$ cat src/pjkl_pkg.sv
// Package for the port J/K/L alternate-function override block
// Notes on behaviour
// Port J bits 6..3 are pin-change sources 15..12 and bits 2..0 are sources 11..9, all in group 1.
// A port J input buffer is forced on when its mask bit and the group 1 enable are both set; here bit 7 never is.
// Port K bits 7..0 are sources 23..16 in group 2, buffer forced on by mask and group 2 enable.
// Port K pin n feeds analog converter channel n plus 8.
// The port J bit 2 direction bit makes the serial external clock an output when set.
// The serial external clock on port J bit 2 acts only in synchronous serial operation.
// An enabled serial 3 receiver forces port J bit 0 to input regardless of its direction bit.
// Then the bit 0 pull-up is on exactly when the output bit is one and pull-ups are not disabled.
// An enabled serial 3 transmitter turns bit 1 pull-up off, makes it output and drives tx data.
// Port J pin inputs feed pin-change logic; bit 2 also the serial clock, bit 0 the rx data.
// Port L bit 5 carries timer 5 compare C when its direction bit is output and compare enabled.
// Port L bit 4 carries timer 5 compare B when its direction bit is output and compare enabled.
// The timer 5 compare pins also carry the PWM waveform in PWM modes.
// Port L bit 2 provides timer 5 external counter clock input.
// Port L bit 1 delivers its level to timer 5 capture trigger.
// Port L bit 0 delivers its level to timer 4 capture trigger.
// The global pull-up disable bit switches off every port pull-up; here it only clears the port J bit 0 override pull-up value.
package pjkl_pkg;

    ////////////////////////////////////////////////////////////////////////////////
    // Register byte offsets
    localparam logic [3:0] PJKL_OFF_CTRL = 4'h0;
    localparam logic [3:0] PJKL_OFF_STAT = 4'h4;
    localparam logic [3:0] PJKL_OFF_MASK = 4'h8;
    localparam logic [3:0] PJKL_OFF_PIN = 4'hc;

    // Control register fields
    localparam int PJKL_CTRL_GRP1 = 0;
    localparam int PJKL_CTRL_GRP2 = 1;
    localparam int PJKL_CTRL_PUD = 2;
    localparam logic [31:0] PJKL_CTRL_RESET = 32'h0000_0000;

    // Status/mask fields: pin changes of J then K
    localparam int PJKL_STAT_J_LSB = 0;
    localparam int PJKL_STAT_K_LSB = 8;
    localparam logic [15:0] PJKL_STAT_RESET = 16'h0000;
    localparam logic [15:0] PJKL_IMASK_RESET = 16'h0000;

    // Converter channel of port K bit 0
    localparam int PJKL_ADC_BASE = 8;

    // Per-pin override bundle
    typedef struct packed {
        logic pu_en;
        logic pu_val;
        logic dir_en;
        logic dir_val;
        logic pv_en;
        logic pv_val;
        logic ib_en;
        logic ib_val;
    } pjkl_ovr_s;

    // Serial 3 controls
    typedef struct packed {
        logic tx_enable;
        logic rx_enable;
        logic sync_mode;
        logic clk_out_en;
        logic clk_out;
        logic tx_line;
    } pjkl_ser_s;

    // Timer 5 compare outputs
    typedef struct packed {
        logic en_b;
        logic val_b;
        logic en_c;
        logic val_c;
    } pjkl_cmp_s;

    // Block state
    typedef struct packed {
        logic [2:0] ctrl;
        logic [15:0] stat;
        logic [15:0] imask;
        logic [7:0] pj_prev;
        logic [7:0] pk_prev;
        logic [31:0] rdata;
        logic rvalid;
    } pjkl_state_s;

endpackage : pjkl_pkg

$ cat src/pjkl_override.sv
// Alternate-function override logic for ports J, K and L
//
// The register offsets and register access over Avalon-MM were chosen for this implementation.
`timescale 1ns/1ns
module pjkl_override #(
    parameter int NPIN = 8
) (
    // Clock and reset
    input wire logic clock_i,
    input wire logic rst_i,
    // Avalon-MM slave
    input wire logic [3:0] avs_address_i,
    input wire logic avs_read_i,
    input wire logic avs_write_i,
    input wire logic [31:0] avs_writedata_i,
    output logic [31:0] avs_readdata_o,
    output logic avs_waitrequest_o,
    output logic irq_o,
    // Port J
    input wire logic [NPIN-1:0] pj_pin_i,
    input wire logic [NPIN-1:0] pj_dir_i,
    input wire logic [NPIN-1:0] pj_out_i,
    input wire logic [NPIN-1:0] pj_mask_i,
    output pjkl_pkg::pjkl_ovr_s [NPIN-1:0] pj_ovr_o,
    // Port K
    input wire logic [NPIN-1:0] pk_pin_i,
    input wire logic [NPIN-1:0] pk_mask_i,
    output pjkl_pkg::pjkl_ovr_s [NPIN-1:0] pk_ovr_o,
    output logic [NPIN-1:0] analog_channels_upper_o,
    // Port L
    input wire logic [NPIN-1:0] pl_pin_i,
    input wire logic [NPIN-1:0] pl_dir_i,
    input wire pjkl_pkg::pjkl_cmp_s timer5_cmp_i,
    output pjkl_pkg::pjkl_ovr_s [NPIN-1:0] pl_ovr_o,
    output logic timer5_compare_c_out_o,
    output logic timer5_compare_b_out_o,
    output logic timer5_ext_clock_in_o,
    output logic timer5_capture_in_o,
    output logic timer4_capture_in_o,
    // Serial unit 3, then the pin-change sources
    input wire pjkl_pkg::pjkl_ser_s serial3_i,
    output logic serial3_ext_clock_o,
    output logic serial3_rx_line_o,
    output logic [23:9] pin_change_source_o
);
    import pjkl_pkg::*;

    pjkl_state_s st;
    pjkl_state_s next_st;

    ////////////////////////////////////////////////////////////////////////////////
    // Override value helper: buffer forced on when sensing is enabled
    function automatic pjkl_ovr_s pc_ovr(input logic sense);
        pjkl_ovr_s o;
        o = '0;
        o.ib_en = sense;
        o.ib_val = 1'b1;
        return o;
    endfunction : pc_ovr

    logic grp1_en;
    logic grp2_en;
    logic global_pullup_disable;
    logic [15:0] change;

    assign grp1_en = st.ctrl[PJKL_CTRL_GRP1];
    assign grp2_en = st.ctrl[PJKL_CTRL_GRP2];
    assign global_pullup_disable = st.ctrl[PJKL_CTRL_PUD];

    ////////////////////////////////////////////////////////////////////////////////
    // Port J overrides
    always_comb begin
        for (int i = 0; i < NPIN; i++) begin
            pj_ovr_o[i] = pc_ovr(pj_mask_i[i] & grp1_en);
        end
        pj_ovr_o[7] = '0; // Bit 7 has no alternate function
        // Clock driven out only in synchronous mode with direction set
        pj_ovr_o[2].dir_en = serial3_i.sync_mode & serial3_i.clk_out_en & pj_dir_i[2];
        pj_ovr_o[2].dir_val = 1'b1;
        pj_ovr_o[2].pv_en = serial3_i.sync_mode & serial3_i.clk_out_en & pj_dir_i[2];
        pj_ovr_o[2].pv_val = serial3_i.clk_out;
        pj_ovr_o[1].pu_en = serial3_i.tx_enable;
        pj_ovr_o[1].pu_val = 1'b0;
        pj_ovr_o[1].dir_en = serial3_i.tx_enable;
        pj_ovr_o[1].dir_val = 1'b1;
        pj_ovr_o[1].pv_en = serial3_i.tx_enable;
        pj_ovr_o[1].pv_val = serial3_i.tx_line;
        pj_ovr_o[0].pu_en = serial3_i.rx_enable;
        pj_ovr_o[0].pu_val = pj_out_i[0] & ~global_pullup_disable;
        pj_ovr_o[0].dir_en = serial3_i.rx_enable;
        pj_ovr_o[0].dir_val = 1'b0;
        pj_ovr_o[0].pv_en = 1'b0;
        pj_ovr_o[0].pv_val = 1'b0;
    end

    // Serial inputs from the pin buffers; the clock passes only in sync mode with bit 2 an input
    assign serial3_ext_clock_o = serial3_i.sync_mode & ~pj_dir_i[2] & pj_pin_i[2];
    assign serial3_rx_line_o = pj_pin_i[0];

    ////////////////////////////////////////////////////////////////////////////////
    // Port K overrides and analog routing
    always_comb begin
        for (int i = 0; i < NPIN; i++) begin
            pk_ovr_o[i] = pc_ovr(pk_mask_i[i] & grp2_en);
        end
    end
    assign analog_channels_upper_o = pk_pin_i; // bit n is channel n+PJKL_ADC_BASE

    // Gated pin-change sources, J bits 6..0 then K
    assign pin_change_source_o = {pk_pin_i & pk_mask_i & {NPIN{grp2_en}},
                                  pj_pin_i[6:0] & pj_mask_i[6:0] & {7{grp1_en}}};

    ////////////////////////////////////////////////////////////////////////////////
    // Port L overrides; compare values carry PWM too
    always_comb begin
        for (int i = 0; i < NPIN; i++) begin
            pl_ovr_o[i] = '0;
        end
        pl_ovr_o[5].pv_en = timer5_cmp_i.en_c;
        pl_ovr_o[5].pv_val = timer5_cmp_i.val_c;
        pl_ovr_o[4].pv_en = timer5_cmp_i.en_b;
        pl_ovr_o[4].pv_val = timer5_cmp_i.val_b;
    end
    // Pin only drives when software set the direction bit
    assign timer5_compare_c_out_o = pl_dir_i[5] & timer5_cmp_i.en_c & timer5_cmp_i.val_c;
    assign timer5_compare_b_out_o = pl_dir_i[4] & timer5_cmp_i.en_b & timer5_cmp_i.val_b;
    assign timer5_ext_clock_in_o = pl_pin_i[2];
    assign timer5_capture_in_o = pl_pin_i[1];
    assign timer4_capture_in_o = pl_pin_i[0];

    ////////////////////////////////////////////////////////////////////////////////
    // Pin-change event detection, status, registers
    assign change = {pk_pin_i ^ st.pk_prev, pj_pin_i ^ st.pj_prev};

    always_comb begin
        next_st = st;
        next_st.pj_prev = pj_pin_i;
        next_st.pk_prev = pk_pin_i;
        next_st.rvalid = 1'b0;
        if (avs_write_i) begin
            case (avs_address_i)
                PJKL_OFF_CTRL: next_st.ctrl = avs_writedata_i[2:0];
                PJKL_OFF_STAT: next_st.stat = st.stat & ~avs_writedata_i[15:0];
                PJKL_OFF_MASK: next_st.imask = avs_writedata_i[15:0];
                default: next_st.ctrl = st.ctrl;
            endcase
        end
        // Set wins over a same-cycle clear; bit 7 of J is not a source
        next_st.stat = next_st.stat | (change & 16'hff7f & {{8{grp2_en}}, {8{grp1_en}}});
        if (avs_read_i && !st.rvalid) begin
            next_st.rvalid = 1'b1;
            case (avs_address_i)
                PJKL_OFF_CTRL: next_st.rdata = {29'h0, st.ctrl};
                PJKL_OFF_STAT: next_st.rdata = {16'h0, st.stat};
                PJKL_OFF_MASK: next_st.rdata = {16'h0, st.imask};
                PJKL_OFF_PIN: next_st.rdata = {16'h0, pk_pin_i, pj_pin_i};
                default: next_st.rdata = 32'h0;
            endcase
        end
    end

    // State register
    always_ff @(posedge clock_i or posedge rst_i) begin
        if (rst_i) begin
            st <= '{ctrl: PJKL_CTRL_RESET[2:0], stat: PJKL_STAT_RESET,
                    imask: PJKL_IMASK_RESET, pj_prev: 8'h00, pk_prev: 8'h00,
                    rdata: 32'h0, rvalid: 1'b0};
        end else begin
            st <= next_st;
        end
    end

    // Reads wait one cycle, writes complete at once
    assign avs_waitrequest_o = avs_read_i & ~st.rvalid;
    assign avs_readdata_o = st.rdata;
    assign irq_o = |(st.stat & st.imask);

endmodule : pjkl_override

$ cat config.mk
export PLATFORM = sky130hd
export DESIGN_NAME = pjkl_override
export DESIGN_NICKNAME = d
export VERILOG_FILES = /design/src/pjkl_pkg.sv /design/src/pjkl_override.sv
export SDC_FILE = /design/constraint.sdc
export NUM_CORES = 1
export LEC_CHECK = 0
export ABC_AREA = 0
export BUFFER_PORTS_ARGS = -buffer_cell sky130_fd_sc_hd__buf_2
export CAP_MARGIN = 20
export CORE_AREA = 2 2 143 145
export CTS_BUF_LIST = sky130_fd_sc_hd__clkbuf_4
export CTS_CLUSTER_DIAMETER = 50
export DETAILED_ROUTE_END_ITERATION = 7
export DIE_AREA = 0 0 145 147
export PLACE_DENSITY_LB_ADDON = 0.05
export SYNTH_ARGS = -nofsm -noshare
export SYNTH_HDL_FRONTEND = slang
export SYNTH_SLANG_ARGS = --single-unit
$ cat constraint.sdc
create_clock -name clock_i -period 3.3 [get_ports clock_i]
set_clock_uncertainty 0.15 [all_clocks]
set_input_delay 0.825 -clock clock_i [delete_from_list [all_inputs] [get_ports clock_i]]
set_output_delay 0.825 -clock clock_i [all_outputs]
set_load 0.03 [all_outputs]
==> impl_metrics.yaml, run 1 <==
routing:
  drt-pass1-iter-count: 6
  wl_per_cell_um: 14.1
  drt_iter0_drc: 124
  drcViolationCount: 0
  vias: 3160
  wl_um: 12200
  viasPerCell: 3.67
  postRouteAntennaNets: 0
placement:
  dp.cells: 845
  port_buffers: 131
  place_area_mm2: 0.00487
  dp_hpwl_um: 9130
  gp_congestion: 0.691
worst_hold_path:
  hp-class: "register to register"
floorplan:
  die_w_um: 145
  ioPinCount: 370
  dieArea_mm2: 0.0213
  num_rows: 52
  start_util_pct: 24.5
  die_y_um: 147
  coreArea_mm2: 0.0198
logic_synthesis:
  yosysWarnings: 0
  ys_types: 28
  synthesis.area_mm2: 0.00485
  ys_seq_area_share_pct: 34.6
  synthDominantCellAreaShare_pct: 34.6
  syn_area_per_cell_um2: 9.80
  syn_inst: 495
  ys_seq_elements: 67
  yosys.area.top_type: "dfrtp_1"
  yosys-top-cells-area: "dfrtp_1 (35%), buf_4 (34%), mux2_2 (5.8%)"
sta:
  rsz0062_at_grt: "no"
  setup_tns_ps: 0
  period_share_pct: 87.4
  final-setup-viol-count: 0
  tightest_slew_ps: 868
  clock.fmax_mhz: 347
  slew_viol_final: 0
  hold_viol_final: 0
  slew-limit-headroom_pct: 42.1
  min_period_ps: 2880
final_layout:
  fillCellCount: 2166
  fin_nets: 700
  final_cell_mix: "conb_1 (179), buf_2 (131), dfrtp_1 (67)"
  final_area_mm2: 0.00500
  syn2layout_area_growth_pct: 3.07
  drive_gt1_share_pct: 32.5
  final_common_cell: "conb_1"
  fin_cells: 862
clock_network:
  holdBufCountCts: 0
  clockRootBuffer: "clkbuf_4"
  cts_buffer_depth: 2
  cts.clk_slew.worst_paths_ps: 110
  post-cts-setup-buffer-count: 0
  htreeDepth: 3
  cts_tree: "built"
  clock_sinks: 67
  clock_latency_ps: 440
  cts-resized-gates: 0
  cts-buffers-inserted: 9
power:
  vdd.ir_drop.worst_mv: 0.125
  power.leakage_nw: 2.67
  powerDensity_mw_per_mm2: 476
global_route:
  grt_usage_pct: 11.0
  antenna_found_initial: 1
  grt_pass1_vias: 2864
  grt_pass1_wl_um: 17900
  overflow: 0
  grt_max_degree: 37
worst_setup_path:
  critPathCaptureType: "primary output"
  critPathCapture: "irq_o"
  max_stage_delay_ps: 440
  worst_path_max_delay_cell: "dfrtp_1"
  r2r-start: "grp2_en$_DFFE_PP0P_"
  rrSetupSlack_ps: 1270
  worstRegToRegCells: 3
  critPathRequiredTime_ps: 2320
  crit_family: "compound AO/OA/AOI/OAI gates"
  startpoint: "st[76]$_DFF_PP0_"
  critPathArrivalTime_ps: 1910
  crit_chain: "a22o_1 > a221oi_1 > nand4_1 > buf_2"
  cp.depth: 4
  crit_type: "register to primary output"
  start_kind: "register"
  path_max_fanout: 3
  cp_num_buf_inv: 1
  r2r_end: "avs_readdata_o[1]$_DFFE_PP0P_"
run:
  maxCapViolations: 0
status:
  outcome: "completed"
-- logic make-up (layout without fill, tap and decap cells) --
group	after synthesis	after routing	share of synthesized area (%)
buffers and inverters	241	160	35.9
AND/OR/NAND/NOR	79	79	9.28
flip-flops	67	67	34.6
AO/OA/AOI/OAI	56	56	8.48
multiplexers	35	35	8.90
XOR/XNOR	15	15	2.71
other	2	180	0.155
-- registers in the layout, summed over array words and instances, names as in the netlist --
register / flops
st: 48
avs_readdata_o: 16
global_pullup_disable: 1
grp1_en: 1
grp2_en: 1
-- where the power goes --
part           switching (mW)  internal [mW]
Sequential              0.112          0.913
Clock                   0.309          0.250
Combinational           0.567          0.229
Total                   0.988           1.39
-- Yosys cell counts (all sizes together) --
cell type,count
buf,225
dfrtp,67
mux2,35
and3,21
a22o,19
nand2,19
o21ai,16
and2,15
nand3,15
xor2,15
a22oi,13
clkbuf,12
a221oi,7
inv,4
conb,2
nor2b,2
a31oi,1
nand2b,1
nand4,1
nor2,1
nor3,1
nor3b,1
nor4b,1
or3,1
-- routing by layer --
metal	GRT usage (%)	routed length, µm	up-vias
met3	1.52	700	17
met1	15.0	5580	1506
li1	-	-	1450
met5	0	0	-
met2	17.4	5660	187
met4	4.85	224	0
-- worst min path at each step --
stage / from / to / slack (ps) / depth (start not counted)
2_1_floorplan: avs_readdata_o[0]$_DFFE_PP0P_ / avs_readdata_o[0]$_DFFE_PP0P_ / 300 / 2
3_3_place_gp: avs_readdata_o[8]$_DFFE_PP0P_ / avs_readdata_o[8]$_DFFE_PP0P_ / 320 / 2
3_5_place_dp: avs_readdata_o[5]$_DFFE_PP0P_ / avs_readdata_o[5]$_DFFE_PP0P_ / 310 / 2
4_1_cts: avs_readdata_o[5]$_DFFE_PP0P_ / avs_readdata_o[5]$_DFFE_PP0P_ / 340 / 2
5_1_grt: pk_pin_i[2] / st[35]$_DFF_PP0_ / 360 / 1
6_report: avs_readdata_o[8]$_DFFE_PP0P_ / avs_readdata_o[8]$_DFFE_PP0P_ / 330 / 2
-- layout make-up --
class | count | area, µm² | area share [%]
diodes | 1 | 2.50 | 0.0500
clock buffers | 12 | 90.1 | 1.80
clock inverters | 4 | 41.3 | 0.826
inverters | 4 | 15.0 | 0.300
multi-input cells | 364 | 2100 | 42.0
flip-flops and latches | 67 | 1680 | 33.5
well taps | 270 | 338 | 6.76
repair buffers | 140 | 736 | 14.7
-- worst reg2reg max path: cells and delay by family, from the launching register on --
kind / cells / cell delay [ps]
AOI/OAI and AO/OA: 2 / 590
DFF: 1 / 730
muxes: 1 / 430
-- through the flow --
step	power [mW]	hold WS (ps)	util (%)	setup slack, ps
finish	2.38	332	25.2	415
detailed placement	1.84	315	24.5	736
global placement	1.83	317	24.5	727
global route	2.52	358	25.2	303
floorplan	1.83	301	-	642
CTS	2.41	341	25.2	313
Note: power is estimated with default switching activity, not from simulation.
==> run 2, diff against run 1 <==
--- a/config.mk
+++ b/config.mk
@@ -9,3 +9,2 @@
 export BUFFER_PORTS_ARGS = -buffer_cell sky130_fd_sc_hd__buf_2
-export CAP_MARGIN = 20
 export CORE_AREA = 2 2 143 145
==> constraint.sdc (replaced) <==
create_clock -name clock_i -period 3.3 [get_ports clock_i]
set_clock_uncertainty 0.15 [all_clocks]
set_input_delay 0.66 -clock clock_i [delete_from_list [all_inputs] [get_ports clock_i]]
set_output_delay 0.66 -clock clock_i [all_outputs]
set_load 0.03 [all_outputs]
==> run 2 against run 1 <==
Clock power decreased by 17%. Via count decreased by 1.6%. Worst setup slack improved by 87 ps. Die area unchanged. Sequential power about the same. Fmax increased by 3.1%. Sequential share of layout area increased by 0.42 points. Clock-buffer cell count decreased by 1. Core utilization decreased by 0.31 points. Register-to-register slack improved by 50 ps. Flip-flop and latch count unchanged. Wire length decreased by 3.8%. Largest cell class unchanged.
==> impl_metrics.yaml, run 2 (synthesized netlist as in run 1, its figures left out) <==
status:
  outcome: "completed"
final_layout:
  largest_reg_flops: 48
  drive_gt1_share_pct: 32.0
  final_common_cell: "conb_1"
  syn2layout_area_growth_pct: 1.81
  fin_nets: 697
  fin_cells: 860
  final_cell_mix: "conb_1 (179), buf_2 (131), dfrtp_1 (67)"
  fillCellCount: 2177
  regMostFlops: "st"
  final_area_mm2: 0.00494
sta:
  period_share_pct: 84.8
  final-setup-viol-count: 0
  hold_viol_final: 0
  tightest_slew_ps: 892
  finalWorstSetupSlack_ps: 502
  min_period_ps: 2800
  slew_viol_final: 0
  rsz0062_at_grt: "no"
  clock.fmax_mhz: 357
  slew-limit-headroom_pct: 40.5
  setup_tns_ps: 0
power:
  fin_total_pwr_mw: 2.27
  p_comb_share_pct: 34.6
  powerDensity_mw_per_mm2: 460
  vdd.ir_drop.worst_mv: 0.104
  p_switching_mw: 0.975
  power.share.sequential_pct: 45.0
  pwr-share-clk_pct: 20.4
  p_int_mw: 1.30
  power.leakage_nw: 2.64
  swShare_pct: 42.9
clock_network:
  cts_buffer_depth: 2
  holdBufCountCts: 0
  cts_tree: "built"
  clockRootBuffer: "clkbuf_4"
  cts-resized-gates: 0
  htreeDepth: 3
  clock_sinks: 67
  post-cts-setup-buffer-count: 0
  clock_latency_ps: 440
  cts-buffers-inserted: 9
  cts.clk_slew.worst_paths_ps: 120
routing:
  viasPerCell: 3.62
  drcViolationCount: 0
  postRouteAntennaNets: 0
  wl_per_cell_um: 13.6
  drt_iter0_drc: 150
  vias: 3109
  drt-pass1-iter-count: 4
  wl_um: 11700
floorplan:
  coreArea_mm2: 0.0198
  die_y_um: 147
  ioPinCount: 370
  num_rows: 52
  start_util_pct: 24.5
  die_w_um: 145
  dieArea_mm2: 0.0213
placement:
  dp.cells: 842
  dp_hpwl_um: 8710
  gp_congestion: 0.696
  dp_slack_ps: 847
  place_area_mm2: 0.00483
  port_buffers: 131
worst_setup_path:
  r2r_end: "avs_readdata_o[11]$_DFFE_PP0P_"
  rrSetupSlack_ps: 1320
  path_max_fanout: 3
  startpoint: "st[76]$_DFF_PP0_"
  critPathArrivalTime_ps: 1990
  r2r-start: "st[0]$_DFF_PP0_"
  crit_type: "register to primary output"
  critPathCaptureType: "primary output"
  worstRegToRegCells: 3
  critPathRequiredTime_ps: 2490
  start_kind: "register"
  critPathCapture: "irq_o"
global_route:
  antenna_found_initial: 2
  grt_max_degree: 68
  grt_pass1_wl_um: 17100
  overflow: 0
  grt_usage_pct: 10.6
  grt_pass1_vias: 2905
run:
  maxCapViolations: 0
worst_hold_path:
  hp-class: "primary input to register"
## run 2: critical path, stage by stage, from the launching register on
cell      delay [ps]
dfrtp_1          420
a22o_1           240
a221oi_1         390
nand4_1          240
buf_2            250
## run 2: final cells by class
type                       count  area, µm²  share of cell area, %
antenna                        2       5.00                  0.101
tap                          270        338                   6.84
inverter                       4       15.0                  0.304
timing repair buffer         137        701                   14.2
multi-input combinational    364       2100                   42.6
clock inverter                 5       20.0                  0.405
clock buffer                  11       82.6                   1.67
sequential                    67       1680                   33.9
## run 2: per-stage QoR
stage	hold WS, ps	util [%]
2_1_floorplan	301	-
3_3_place_gp	319	24.4
3_5_place_dp	317	24.4
4_1_cts	192	24.9
5_1_grt	199	24.9
6_report	231	24.9
## run 2: power groups by stage
stage                     clock network, mW  registers [mW]  logic, mW
after floorplan                           0           0.982      0.851
after global placement                    0            1.04      0.786
after detailed placement                  0            1.04      0.789
after CTS                             0.496            1.03      0.792
after global routing                  0.534            1.04      0.840
final                                 0.464            1.02      0.787
## run 2: how the worst min path moves through the flow
stage,startpoint,end,depth (start not counted)
after floorplan,avs_readdata_o[0]$_DFFE_PP0P_,avs_readdata_o[0]$_DFFE_PP0P_,2
after global placement,avs_readdata_o[8]$_DFFE_PP0P_,avs_readdata_o[8]$_DFFE_PP0P_,2
after detailed placement,avs_readdata_o[7]$_DFFE_PP0P_,avs_readdata_o[7]$_DFFE_PP0P_,2
after CTS,pj_pin_i[5],st[46]$_DFF_PP0_,1
after global routing,pj_pin_i[5],st[46]$_DFF_PP0_,1
final,pj_pin_i[5],st[46]$_DFF_PP0_,1
## run 2: layer usage
layer  wire length (µm)  vias up  share of wire (%)  global-route usage, %
li1                   -     1443                  -                      -
met1               5150     1460                 44                   13.8
met2               5620      186                 48                   17.5
met3                688       20                5.9                   1.46
met4                259        0                2.2                   5.20
met5                  0        -                  0                      0
